`src/rtl/aah_pkg.sv`:
```
package aah_pkg;

  // ******************************************************************
  // Register map (byte addresses)
  // ******************************************************************
  localparam logic [7:0] AAH_HORN_DELAY_OFS = 8'h00;
  localparam logic [7:0] AAH_ON_DELAY_OFS   = 8'h04;
  localparam logic [7:0] AAH_OFF_DELAY_OFS  = 8'h08;
  localparam logic [7:0] AAH_SRC_SEL_OFS    = 8'h0C;
  localparam logic [7:0] AAH_ANNUNC_OFS     = 8'h10;
  localparam logic [7:0] AAH_SELF_ACK_OFS   = 8'h14;
  localparam logic [7:0] AAH_LOCKABLE_OFS   = 8'h18;
  localparam logic [7:0] AAH_ACK_CMD_OFS    = 8'h1C;
  localparam logic [7:0] AAH_STATUS_OFS     = 8'h20;
  localparam logic [7:0] AAH_ALARMS_OFS     = 8'h24;

  // ******************************************************************
  // Field positions
  // ******************************************************************
  localparam int AAH_SRC_LOCK_POS   = 8;
  localparam int AAH_CMD_FULL_POS   = 0;
  localparam int AAH_CMD_HORN_POS   = 1;
  localparam int AAH_ST_HORN_POS    = 0;
  localparam int AAH_ST_LAMP_POS    = 1;
  localparam int AAH_ST_FLASH_POS   = 2;
  localparam int AAH_ST_LOCK_POS    = 3;
  localparam int AAH_ST_ACKCND_POS  = 4;
  localparam int AAH_ST_STAGE_POS   = 5;

  // ******************************************************************
  // Reset values
  // ******************************************************************
  localparam logic [9:0]  AAH_HORN_DELAY_RST = 10'h000;
  localparam logic [15:0] AAH_ON_DELAY_RST   = 16'h0000;
  localparam logic [15:0] AAH_OFF_DELAY_RST  = 16'h0000;
  localparam logic [7:0]  AAH_ACK_SEL_RST    = 8'h02;
  localparam logic [7:0]  AAH_LOCK_SEL_RST   = 8'h01;

  // ******************************************************************
  // Timing
  // ******************************************************************
  localparam int AAH_CLK_HZ        = 10_000_000;
  localparam int AAH_TICK_MS       = 1;
  localparam int AAH_MS_CYCLES     = (AAH_CLK_HZ / 1000) * AAH_TICK_MS;
  localparam int AAH_MS_PER_SEC    = 1000;
  localparam int AAH_BLINK_HALF_MS = 500;
  localparam int AAH_HORN_MAX_S    = 1000;

  typedef enum logic [1:0] {
    AAH_ARMED,
    AAH_ON_WAIT,
    AAH_HELD,
    AAH_OFF_WAIT
  } aah_filt_t;

  // Per-alarm configuration travels together
  typedef struct packed {
    logic [31:0] annunc;
    logic [31:0] self_ack;
    logic [31:0] lockable;
  } aah_alarm_cfg_t;

endpackage

```
`src/rtl/aah_alarm_ack_horn.sv`:
```
`timescale 1ns/1ps
// Function
// - Class B-F alarm starts flashing lamp, horn
// - Horn delay expiry: lamp steady, horn off
// - Lamp flashes until button, logic, interface ack
// - Zero horn delay: horn waits for ack
// - First remote pulse silences horn only
// - Second pulse clears inactive alarms only
// - Pulse accepted after on-delay high
// - Off-delay low before next pulse accepted
// - Lock condition suppresses lockable monitoring
// - Self-acknowledging alarm clears when fault gone
module aah_alarm_ack_horn
  import aah_pkg::*;
#(
  parameter int N_ALARM   = 8,
  parameter int N_DI      = 8,
  parameter int MS_CYCLES = AAH_MS_CYCLES
)(
  input  wire logic               pclk,
  input  wire logic               presetn,
  input  wire logic               psel,
  input  wire logic               penable,
  input  wire logic               pwrite,
  input  wire logic [7:0]         paddr,
  input  wire logic [31:0]        pwdata,
  output logic      [31:0]        prdata,
  output logic                    pready,
  output logic                    pslverr,
  input  wire logic [N_DI-1:0]    discrete_input,
  input  wire logic               button_ack,
  input  wire logic               logic_ack,
  input  wire logic [N_ALARM-1:0] fault_raw,
  output logic      [N_ALARM-1:0] fault_monitored,
  output logic      [N_ALARM-1:0] alarm_latched,
  output logic                    alarm_lamp,
  output logic                    horn
);

  // ******************************************************************
  // Configuration registers
  // ******************************************************************
  logic [9:0]         horn_delay;
  logic [15:0]        on_delay;
  logic [15:0]        off_delay;
  logic [7:0]         ack_sel;
  logic [7:0]         lock_sel;
  aah_alarm_cfg_t     cfg;

  // ******************************************************************
  // Bus decode
  // ******************************************************************
  wire        wr_en     = psel && penable && pwrite;
  wire        hit_hdly  = paddr == AAH_HORN_DELAY_OFS;
  wire        hit_on    = paddr == AAH_ON_DELAY_OFS;
  wire        hit_off   = paddr == AAH_OFF_DELAY_OFS;
  wire        hit_src   = paddr == AAH_SRC_SEL_OFS;
  wire        hit_ann   = paddr == AAH_ANNUNC_OFS;
  wire        hit_self  = paddr == AAH_SELF_ACK_OFS;
  wire        hit_lock  = paddr == AAH_LOCKABLE_OFS;
  wire        hit_cmd   = paddr == AAH_ACK_CMD_OFS;
  wire        hit_stat  = paddr == AAH_STATUS_OFS;
  wire        hit_alm   = paddr == AAH_ALARMS_OFS;
  wire        hit_any   = hit_hdly | hit_on | hit_off | hit_src | hit_ann | hit_self
                        | hit_lock | hit_cmd | hit_stat | hit_alm;
  wire        iface_full = wr_en && hit_cmd && pwdata[AAH_CMD_FULL_POS];
  wire        iface_horn = wr_en && hit_cmd && pwdata[AAH_CMD_HORN_POS];

  // Horn delay above the documented maximum is clipped
  wire [9:0]  hdly_wr   = (pwdata > 32'(AAH_HORN_MAX_S))
                          ? 10'(AAH_HORN_MAX_S) : pwdata[9:0];

  always_ff @(posedge pclk or negedge presetn)
  begin
    if (!presetn)
    begin
      horn_delay   <= AAH_HORN_DELAY_RST;
      on_delay     <= AAH_ON_DELAY_RST;
      off_delay    <= AAH_OFF_DELAY_RST;
      ack_sel      <= AAH_ACK_SEL_RST;
      lock_sel     <= AAH_LOCK_SEL_RST;
      cfg          <= '0;
    end
    else if (wr_en)
    begin
      if (hit_hdly) horn_delay <= hdly_wr;
      if (hit_on)   on_delay   <= pwdata[15:0];
      if (hit_off)  off_delay  <= pwdata[15:0];
      if (hit_src)
      begin
        ack_sel  <= pwdata[7:0];
        lock_sel <= pwdata[AAH_SRC_LOCK_POS +: 8];
      end
      if (hit_ann)  cfg.annunc   <= pwdata;
      if (hit_self) cfg.self_ack <= pwdata;
      if (hit_lock) cfg.lockable <= pwdata;
    end
  end

  // ******************************************************************
  // Time base: 1 ms tick, 1 s tick
  // ******************************************************************
  logic [$clog2(MS_CYCLES+1)-1:0] pre_cnt;
  logic [9:0]                     ms_cnt;
  wire                            ms_tick  = pre_cnt == ($bits(pre_cnt))'(MS_CYCLES - 1);
  wire                            sec_tick = ms_tick && ms_cnt == 10'(AAH_MS_PER_SEC - 1);
  wire                            blink_on = ms_cnt < 10'(AAH_BLINK_HALF_MS);

  always_ff @(posedge pclk or negedge presetn)
  begin
    if (!presetn)
    begin
      pre_cnt <= '0;
      ms_cnt  <= '0;
    end
    else
    begin
      pre_cnt <= ms_tick ? '0 : pre_cnt + 1'b1;
      if (ms_tick)
        ms_cnt <= sec_tick ? '0 : ms_cnt + 1'b1;
    end
  end

  // ******************************************************************
  // Condition selection and monitoring lock
  // ******************************************************************
  function automatic logic sel_any(input logic [N_DI-1:0] di, input logic [7:0] mask);
    sel_any = |(di & mask[N_DI-1:0]);
  endfunction

  wire                ack_cond  = sel_any(discrete_input, ack_sel);
  wire                lock_cond = sel_any(discrete_input, lock_sel);
  wire [N_ALARM-1:0]  lock_mask = {N_ALARM{lock_cond}} & cfg.lockable[N_ALARM-1:0];
  wire [N_ALARM-1:0]  fault_eff = fault_raw & ~lock_mask;

  // ******************************************************************
  // Acknowledge pulse filter
  // ******************************************************************
  aah_filt_t   filt;
  aah_filt_t   next_filt;
  logic [15:0] filt_cnt;
  logic        pulse_ok;

  always_comb
  begin
    next_filt = filt;
    pulse_ok  = 1'b0;
    unique case (filt)
      AAH_ARMED:
        if (ack_cond)
          next_filt = AAH_ON_WAIT;
      AAH_ON_WAIT:
        if (!ack_cond)
          next_filt = AAH_ARMED;
        else if (filt_cnt >= on_delay)
        begin
          next_filt = AAH_HELD;
          pulse_ok  = 1'b1;
        end
      AAH_HELD:
        if (!ack_cond)
          next_filt = AAH_OFF_WAIT;
      AAH_OFF_WAIT:
        if (ack_cond)
          next_filt = AAH_HELD;
        else if (filt_cnt >= off_delay)
          next_filt = AAH_ARMED;
    endcase
  end

  always_ff @(posedge pclk or negedge presetn)
  begin
    if (!presetn)
    begin
      filt     <= AAH_ARMED;
      filt_cnt <= '0;
    end
    else
    begin
      filt <= next_filt;
      // Counter saturates, so a long hold never wraps into a rearm
      if (next_filt != filt)
        filt_cnt <= '0;
      else if (ms_tick && filt_cnt != 16'hFFFF)
        filt_cnt <= filt_cnt + 1'b1;
    end
  end

  // ******************************************************************
  // Alarm latches
  // ******************************************************************
  logic [N_ALARM-1:0] fault_prev;
  logic               pulse_stage;
  wire  [N_ALARM-1:0] fault_rise = fault_eff & ~fault_prev;
  wire                new_alarm  = |(fault_rise & cfg.annunc[N_ALARM-1:0]);
  wire                remote_full = pulse_ok && pulse_stage;
  wire                remote_horn = pulse_ok && !pulse_stage;
  wire                full_ack   = button_ack || logic_ack || iface_full
                                   || remote_full;
  wire [N_ALARM-1:0]  auto_clr   = ~fault_eff & cfg.self_ack[N_ALARM-1:0];
  wire [N_ALARM-1:0]  ack_clr    = {N_ALARM{full_ack}} & ~fault_eff;
  // Set wins over any clear in the same cycle
  wire [N_ALARM-1:0]  next_latched = fault_rise | (alarm_latched & ~(auto_clr | ack_clr));

  always_ff @(posedge pclk or negedge presetn)
  begin
    if (!presetn)
    begin
      fault_prev    <= '0;
      alarm_latched <= '0;
    end
    else
    begin
      fault_prev    <= fault_eff;
      alarm_latched <= next_latched;
    end
  end

  // ******************************************************************
  // Horn, lamp and acknowledge sequence
  // ******************************************************************
  logic       flashing;
  logic [9:0] horn_secs;
  // Seconds counted only while sounding; a silenced horn keeps the lamp flashing
  wire        horn_expired = horn_delay != '0 && horn_secs >= horn_delay;

  always_ff @(posedge pclk or negedge presetn)
  begin
    if (!presetn)
    begin
      horn        <= 1'b0;
      flashing    <= 1'b0;
      horn_secs   <= '0;
      pulse_stage <= 1'b0;
    end
    else if (new_alarm)
    begin
      horn        <= 1'b1;
      flashing    <= 1'b1;
      horn_secs   <= '0;
      pulse_stage <= 1'b0;
    end
    else
    begin
      if (full_ack || remote_horn || iface_horn || horn_expired)
        horn <= 1'b0;
      if (full_ack || horn_expired)
        flashing <= 1'b0;
      if (horn && sec_tick)
        horn_secs <= horn_secs + 1'b1;
      if (pulse_ok)
        pulse_stage <= !pulse_stage;
    end
  end

  always_ff @(posedge pclk or negedge presetn)
  begin
    if (!presetn)
      alarm_lamp <= 1'b0;
    else
      alarm_lamp <= (|alarm_latched) && (!flashing || blink_on);
  end

  always_ff @(posedge pclk or negedge presetn)
  begin
    if (!presetn)
      fault_monitored <= '0;
    else
      fault_monitored <= fault_eff;
  end

  // ******************************************************************
  // Read path
  // ******************************************************************
  wire [31:0] status_word = 32'({pulse_stage, ack_cond, lock_cond, flashing, alarm_lamp, horn});
  wire [31:0] rd_mux =
      hit_hdly ? 32'(horn_delay) :
      hit_on   ? 32'(on_delay) :
      hit_off  ? 32'(off_delay) :
      hit_src  ? {16'h0000, lock_sel, ack_sel} :
      hit_ann  ? cfg.annunc :
      hit_self ? cfg.self_ack :
      hit_lock ? cfg.lockable :
      hit_stat ? status_word :
      hit_alm  ? 32'(alarm_latched) : 32'h0000_0000;

  // Zero-wait slave; unmapped addresses answer with an error
  assign pready  = 1'b1;
  assign pslverr = psel && penable && !hit_any;

  // Latched in setup, so read data stands through the access phase
  always_ff @(posedge pclk or negedge presetn)
  begin
    if (!presetn)
      prdata <= '0;
    else if (psel && !penable && !pwrite)
      prdata <= rd_mux;
  end

endmodule

```
`config.mk`:
```
export PLATFORM = sky130hd
export DESIGN_NAME = aah_alarm_ack_horn
export DESIGN_NICKNAME = d
export VERILOG_FILES = /design/src/rtl/aah_pkg.sv /design/src/rtl/aah_alarm_ack_horn.sv
export SDC_FILE = /design/constraint.sdc
export NUM_CORES = 1
export LEC_CHECK = 0
export ABC_AREA = 1
export ABC_CLOCK_PERIOD_IN_PS = 2700
export BUFFER_PORTS_ARGS = -buffer_cell sky130_fd_sc_hd__buf_4
export CELL_PAD_IN_SITES_DETAIL_PLACEMENT = 2
export CELL_PAD_IN_SITES_GLOBAL_PLACEMENT = 2
export CORE_MARGIN = 8
export CORE_UTILIZATION = 37
export CTS_BUF_LIST = sky130_fd_sc_hd__clkbuf_8
export CTS_CLUSTER_SIZE = 24
export DETAILED_ROUTE_END_ITERATION = 8
export GPL_ROUTABILITY_DRIVEN = 1
export PLACE_DENSITY = 0.84
export SLEW_MARGIN = 5
export SYNTH_ARGS = -nofsm -noshare
export SYNTH_HDL_FRONTEND = slang
export SYNTH_SLANG_ARGS = --single-unit
```
`constraint.sdc`:
```
create_clock -name pclk -period 2.7 [get_ports pclk]
set_input_delay 0.135 -clock pclk [delete_from_list [all_inputs] [get_ports pclk]]
set_output_delay 0.135 -clock pclk [all_outputs]
set_load 0.01 [all_outputs]
```
## Yosys cells after proc, flatten, opt, wreduce, memory -nomap -nowiden

Index checks and enable logic that the tools add are counted.

| operators by class | value |
|---|---|
| add/subtract/negate cells | 4 |
| magnitude comparators | 5 |
| eq/ne operators | 16 |
| mux-type cells | 32 |
| bitwise operators | 24 |
| reductions and logical operators | 47 |

Operator list:

| operator | count |
|---|---|
| two-way mux 32 bit | 7 |
| AND 8 bit | 9 |
| two-way mux 10 bit | 4 |
| == test 8 x 5 -> 1 bit (second input constant) | 4 |
| greater-or-equal comparator 16 bit | 2 |
| > comparator 32 x 10 -> 1 bit (second input constant) | 1 |
| two-way mux 16 bit | 2 |
| NOT 8 bit | 4 |
| OR reduction 8 bit | 4 |
| adder 10 x 1 -> 10 bit (second input constant) | 2 |
| adder 16 x 1 -> 16 bit (second input constant) | 1 |
| == test 8 x 4 -> 1 bit (second input constant) | 2 |
| == test 8 x 6 -> 1 bit (second input constant) | 2 |
| two-way mux 8 bit | 2 |
| inequality test 16 bit (second input constant) | 1 |
| bitwise OR 8 bit | 2 |
| logical AND 1 bit | 15 |
| adder 14 x 1 -> 14 bit (second input constant) | 1 |
| == test 14 bit (second input constant) | 1 |
| two-way mux 14 bit | 1 |
| AND reduction 2 bit | 7 |
| two-way mux 2 bit | 6 |
| == test 10 bit (second input constant) | 1 |
| greater-or-equal comparator 10 bit | 1 |
| 14 further kinds | 46 |

| word-level totals | value |
|---|---|
| bits in registers | 258 |
| input port bits | 63 |
| output and inout bits | 52 |
| logic and storage cells | 148 |

## Longest topological paths before layout

| depth | value |
|---|---|
| depth in word-level cells | 12 |
| mapped depth | 18 |

## Worst setup path before layout

Ideal clock, no wire load.

| timing | value |
|---|---|
| path type | register to register |
| start point | register filt_cnt[15] |
| end point | register filt_cnt[10] |
| setup time | 0.066 ns |
| data arrival time | 1.828 ns |
| data required time | 2.634 ns |
| slack | 0.806 ns |
| stages on the path, launching flop included | 11 |
| buffers on the path | 1 |
| clock period less this slack | 1.894 ns |
| cells stage by stage | dfrtp_1 ha_1 nand2_1 nor4_2 nand2_1 nand4_1 nand3_2 nand2_2 buf_2 nand4_1 nand2_1 |

| on the way | value |
|---|---|
| longest elaborated chain between the ends | 6 |
| elaborated cells on any way between the ends | 12 |
| those cells by class | order compare (2); eq/ne (2); mux (6); reduce/logical (2) |

Ends and longest elaborated chain:

| item | line | source |
|---|---|---|
| start: declaration | aah_alarm_ack_horn.sv:141 | `logic [15:0] filt_cnt;` |
| start signal: assignment | aah_alarm_ack_horn.sv:185 | `filt_cnt <= filt_cnt + 1'b1;` |
| greater-or-equal comparator 16 bit, on equally long branches | aah_alarm_ack_horn.sv:166, aah_alarm_ack_horn.sv:155 |  |
| two-way mux 2 bit, on equally long branches | aah_alarm_ack_horn.sv:166, aah_alarm_ack_horn.sv:155 |  |
| two-way mux 2 bit, on equally long branches | aah_alarm_ack_horn.sv:164, aah_alarm_ack_horn.sv:153 |  |
| one-hot mux 2 bit (4 select lines) (*) | aah_alarm_ack_horn.sv:148 | `unique case (filt)` |
| net next_filt[0] | aah_alarm_ack_horn.sv:140 | `aah_filt_t next_filt;` |
| inequality test 2 bit (*) | aah_alarm_ack_horn.sv:182 | `if (next_filt != filt)` |
| two-way mux 16 bit or nonzero test 2 bit (tied branches) | -- |  |

The timed path passes the listed nets; every way through them passes the cells marked *.
A chain may end at the register's enable or synchronous reset.

## Worst setup path after layout

| timing | value |
|---|---|
| start point | register on_delay[9] |
| end point | register alarm_latched[2] |

| on the way | value |
|---|---|
| longest elaborated chain between the ends | 11 |

Ends and longest elaborated chain:

| item | line | source |
|---|---|---|
| start: declaration | aah_alarm_ack_horn.sv:44 | `logic [15:0] on_delay;` |
| start signal: assignment | aah_alarm_ack_horn.sv:87 | `if (hit_on) on_delay <= pwdata[15:0];` |
| greater-or-equal comparator 16 bit | aah_alarm_ack_horn.sv:155 | `else if (filt_cnt >= on_delay)` |
| two-way mux 1 bit | aah_alarm_ack_horn.sv:155 |  |
| two-way mux 1 bit | aah_alarm_ack_horn.sv:153 | `if (!ack_cond)` |
| two-way mux 1 bit | aah_alarm_ack_horn.sv:148 |  |
| logical AND 1 bit | aah_alarm_ack_horn.sv:196 | `wire remote_full = pulse_ok && pulse_stage;` |
| logical OR 1 bit | aah_alarm_ack_horn.sv:199 | `\|\| remote_full;` |
| AND 8 bit | aah_alarm_ack_horn.sv:201 | `wire [N_ALARM-1:0] ack_clr = {N_ALARM{full_ack}} & ~fault_eff;` |
| bitwise OR 8 bit | aah_alarm_ack_horn.sv:203 | `wire [N_ALARM-1:0] next_latched = fault_rise \| (alarm_latched & ~(auto_clr \| ack_clr));` |
| NOT 8 bit | aah_alarm_ack_horn.sv:203 |  |
| AND 8 bit | aah_alarm_ack_horn.sv:203 |  |
| bitwise OR 8 bit | aah_alarm_ack_horn.sv:203 |  |
| net next_latched[2] | aah_alarm_ack_horn.sv:203 |  |
| end signal: assignment | aah_alarm_ack_horn.sv:215 | `alarm_latched <= next_latched;` |
| end: declaration | aah_alarm_ack_horn.sv:35 | `output logic [N_ALARM-1:0] alarm_latched,` |

The timed path passes the listed nets, and every way through them passes these cells.

==> run summary <==
root buf cell -> clkbuf_8
Iter 0 DRT Violations -> 750
Die Ht -> 205 microns
post-synthesis cell area -> 0.0133 sq mm
die extent in x -> 205 microns
area added between synthesis and finish -> 21.9%
I/O pin cnt -> 115
starting density of the core -> 37.4%
Max rail drop VDD -> 0.380 mV
Synth area leader -> dfrtp_1
Required @ worst endpoint -> 3.20 ns
initial antenna violation count -> 0
I/O Buffers -> 113
post-synthesis simple-gate area fraction -> 23.3%
layout cells sized above 1 -> 15.0%
Synth top cells by count -> 429 x nand2_1, 256 x dfrtp_1, 205 x inv_1
routability cong. -> 0.857
vias per cell -> 5.77
largest family of logic cells by synthesized area -> simple AND/OR/NAND/NOR gates
Synth Area in Adders -> 4.34%
Final Slew Violations -> 0
post-CTS setup buffers -> 0
path type of the worst min-delay path -> input port to flop
largest cells by area after synthesis -> dfrtp_1 48%, nand2_1 12%, o21ai_0 6.0%
Avg Synthesized Cell Area -> 8.10 sq um
Final #Nets -> 1936
WL/cell -> 26.3 microns
Core ar. -> 0.0355 sq mm
EDFF count, synth -> 0
WP data arrival -> 3.12 ns
Setup TNS Final -> 0 ns
pre-CTS setup slack -> 0.292 ns
Hold WS -> 0.0617 ns
Cells after Synth -> 1637
register area share after synthesis -> 48.7%
MaxCap Viol Count -> 0
H-tree levels -> 2
Worst slew margin -> 27.3%
outcome -> completed
syn nets -> 1746
Crit Path Class -> flop to flop
Period minus WS final -> 2.62 ns
TritonRoute pass-1 iters -> 6
FFs w/ async S/R, synth -> 100%
Sinks on Clock Net -> 258
Pleak -> 0.00807 uW
crit end category -> flop
Yosys warnings -> 0
ANT nets after route -> 0
Crit Path Max Fanout -> 7
clock buffer depth -> 3
worst path cell trace -> inv_1, ha_1, a21oi_1, o21ai_0, a21oi_1, nand3_2, nand3_2, nand2_2, nor2_1, nor2_1, a21oi_1
CTS tree -> done
Yosys reg bits -> 258
global-route wire length before repair -> 95.6 mm
worst-skew pair later-pin latency -> 0.63 ns
multiplexer area fraction after synthesis -> 0%
ys flop type -> dfrtp_1
Final Setup Violations -> 0
R2R setup slack -> 0.08 ns
Row Count -> 69
Period Utilization, post-route -> 97.0%
vias in the first global route -> 15600
slowest stage delay, CP -> 0.48 ns
Most common cell on crit path -> a21oi_1
Filler cells -> 3984
largest net degree at the start of global routing -> 71
Slowest cell on crit path -> dfrtp_1
top-count cell post-synth -> nand2_1
Synth Area in Compound Gates -> 13.7%
drt drc -> 0
final hold viol count -> 0
top cell type's share of synthesized area -> 48.3%
Tot GR Track Use -> 29.3%
fmax -> 382 MHz
Layout Skew -> 0.0331 ns
Clock Pin Slew Worst Setup and Hold Paths -> 0.08 ns
via count -> 13400
XOR/XNOR Fraction of Synth Area -> 1.78%
die area -> 0.0422 sq mm
total CTS buffers -> 48
RSZ-0062 raised after global routing -> no
drt total wl -> 61.2 mm
Cell variety after synth -> 55
Detail Placement HPWL -> 35.9 mm
Worst Max-Slew Pin Slew -> 1.09 ns
P per Cell Area -> 575 mW/mm^2
crit start category -> flop
final worst slack -> 0.0820 ns
GRT overflow -> 0
-- stage by stage --
| step | cells | utilization, % | total power (uW) | cell area (sq um) |
|---|---|---|---|---|
| 5_1_grt | 2322 | 45.6 | 9580 | 16200 |
| 6_report | 2323 | 45.6 | 9300 | 16200 |
| 3_3_place_gp | 2195 | 41.7 | 5130 | 14800 |
| 2_1_floorplan | 1637 | - | 4660 | 13300 |
| 3_5_place_dp | 2195 | 41.7 | 5200 | 14800 |
| 4_1_cts | 2321 | 45.5 | 9100 | 16100 |
-- cell type report --
class / count / area (sq um) / share of cell area [%]
sequential: 258 / 6460 / 40.0
antenna: 1 / 2.50 / 0.0155
timing repair buffer: 195 / 1630 / 10.1
inverter: 220 / 827 / 5.12
clock buffer: 57 / 785 / 4.85
clock inverter: 27 / 143 / 0.882
tap: 461 / 577 / 3.57
multi-input combinational: 1104 / 5750 / 35.5
-- cells by family (layout without fill, tap and decap cells) --
logic type / count (synthesis) / in the layout
buffers and inverters: 275 / 499
adder cells (fa/ha/maj): 46 / 46
AND/OR/NAND/NOR: 699 / 699
flip-flops: 258 / 258
other: 1 / 2
AO/OA/AOI/OAI: 331 / 331
XOR/XNOR: 27 / 27
-- placed cells by master (no fill, tap or decap), types with 43 or more instances in the layout --
cell           synthesis  layout
buf_4                  4     147
nor2_1                85      85
nand4_1               62      62
inv_1                205     224
o21ai_0              160     160
clkbuf_8               0      57
a21oi_1               65      65
nand2_1              429     427
dfrtp_1              256     256
o21ai_1               55      55
dlygate4sd3_1          0      43
ha_1                  46      46
-- flip-flops by register name, summed over array words and instances, names as in the netlist, 8 cells and up --
| register | count |
|---|---|
| horn_delay | 10 |
| filt_cnt | 16 |
| horn_secs | 10 |
| prdata | 32 |
| fault_monitored | 8 |
| cfg | 96 |
| lock_sel | 8 |
| alarm_latched | 8 |
| ms_cnt | 10 |
| off_delay | 16 |
| on_delay | 16 |
| pre_cnt | 14 |
| ack_sel | 8 |
-- where the power goes --
| group | internal (uW) | switching, uW | total, uW |
|---|---|---|---|
| clock | 2000 | 1980 | 3990 |
| combinational | 413 | 792 | 1210 |
| sequential | 3980 | 129 | 4110 |
| total | 6400 | 2900 | 9300 |
-- final timing paths --
path                                  start               end  cells past startpoint
worst max-delay path            on_delay[9]  alarm_latched[2]                     11
worst min-delay path              pwdata[0]           cfg[32]                      3
worst max register to register  on_delay[9]  alarm_latched[2]                     11
worst min register to register     flashing        alarm_lamp                      1
max in group asynchronous           presetn           cfg[80]                      3
min in group asynchronous           presetn           cfg[29]                      2
-- metal layers --
layer	vias to the layer above	wire length (microns)	track usage [%]
met5	-	0	0
met1	6930	24000	33.5
li1	5776	-	-
met2	471	31000	51.9
met4	0	3450	15.9
met3	219	2820	4.39
-- critical path, delay by kind of cell, from the launching register on --
kind            cells  cell delay (ns)
compound gates      4             0.83
fa+ha+maj           1             0.33
buf+inv             1             0.08
flops               1             0.48
simple gates        5             0.77
-- what timing repair did --
| action | in CTS | in global routing |
|---|---|---|
| endpoints found under the hold margin | 184 | 1 |
| resized for setup | 0 | 3 |
| hold buffers | 42 | 1 |
| setup endpoints to repair | 0 | 7 |
(Power assumes the default switching activity.)
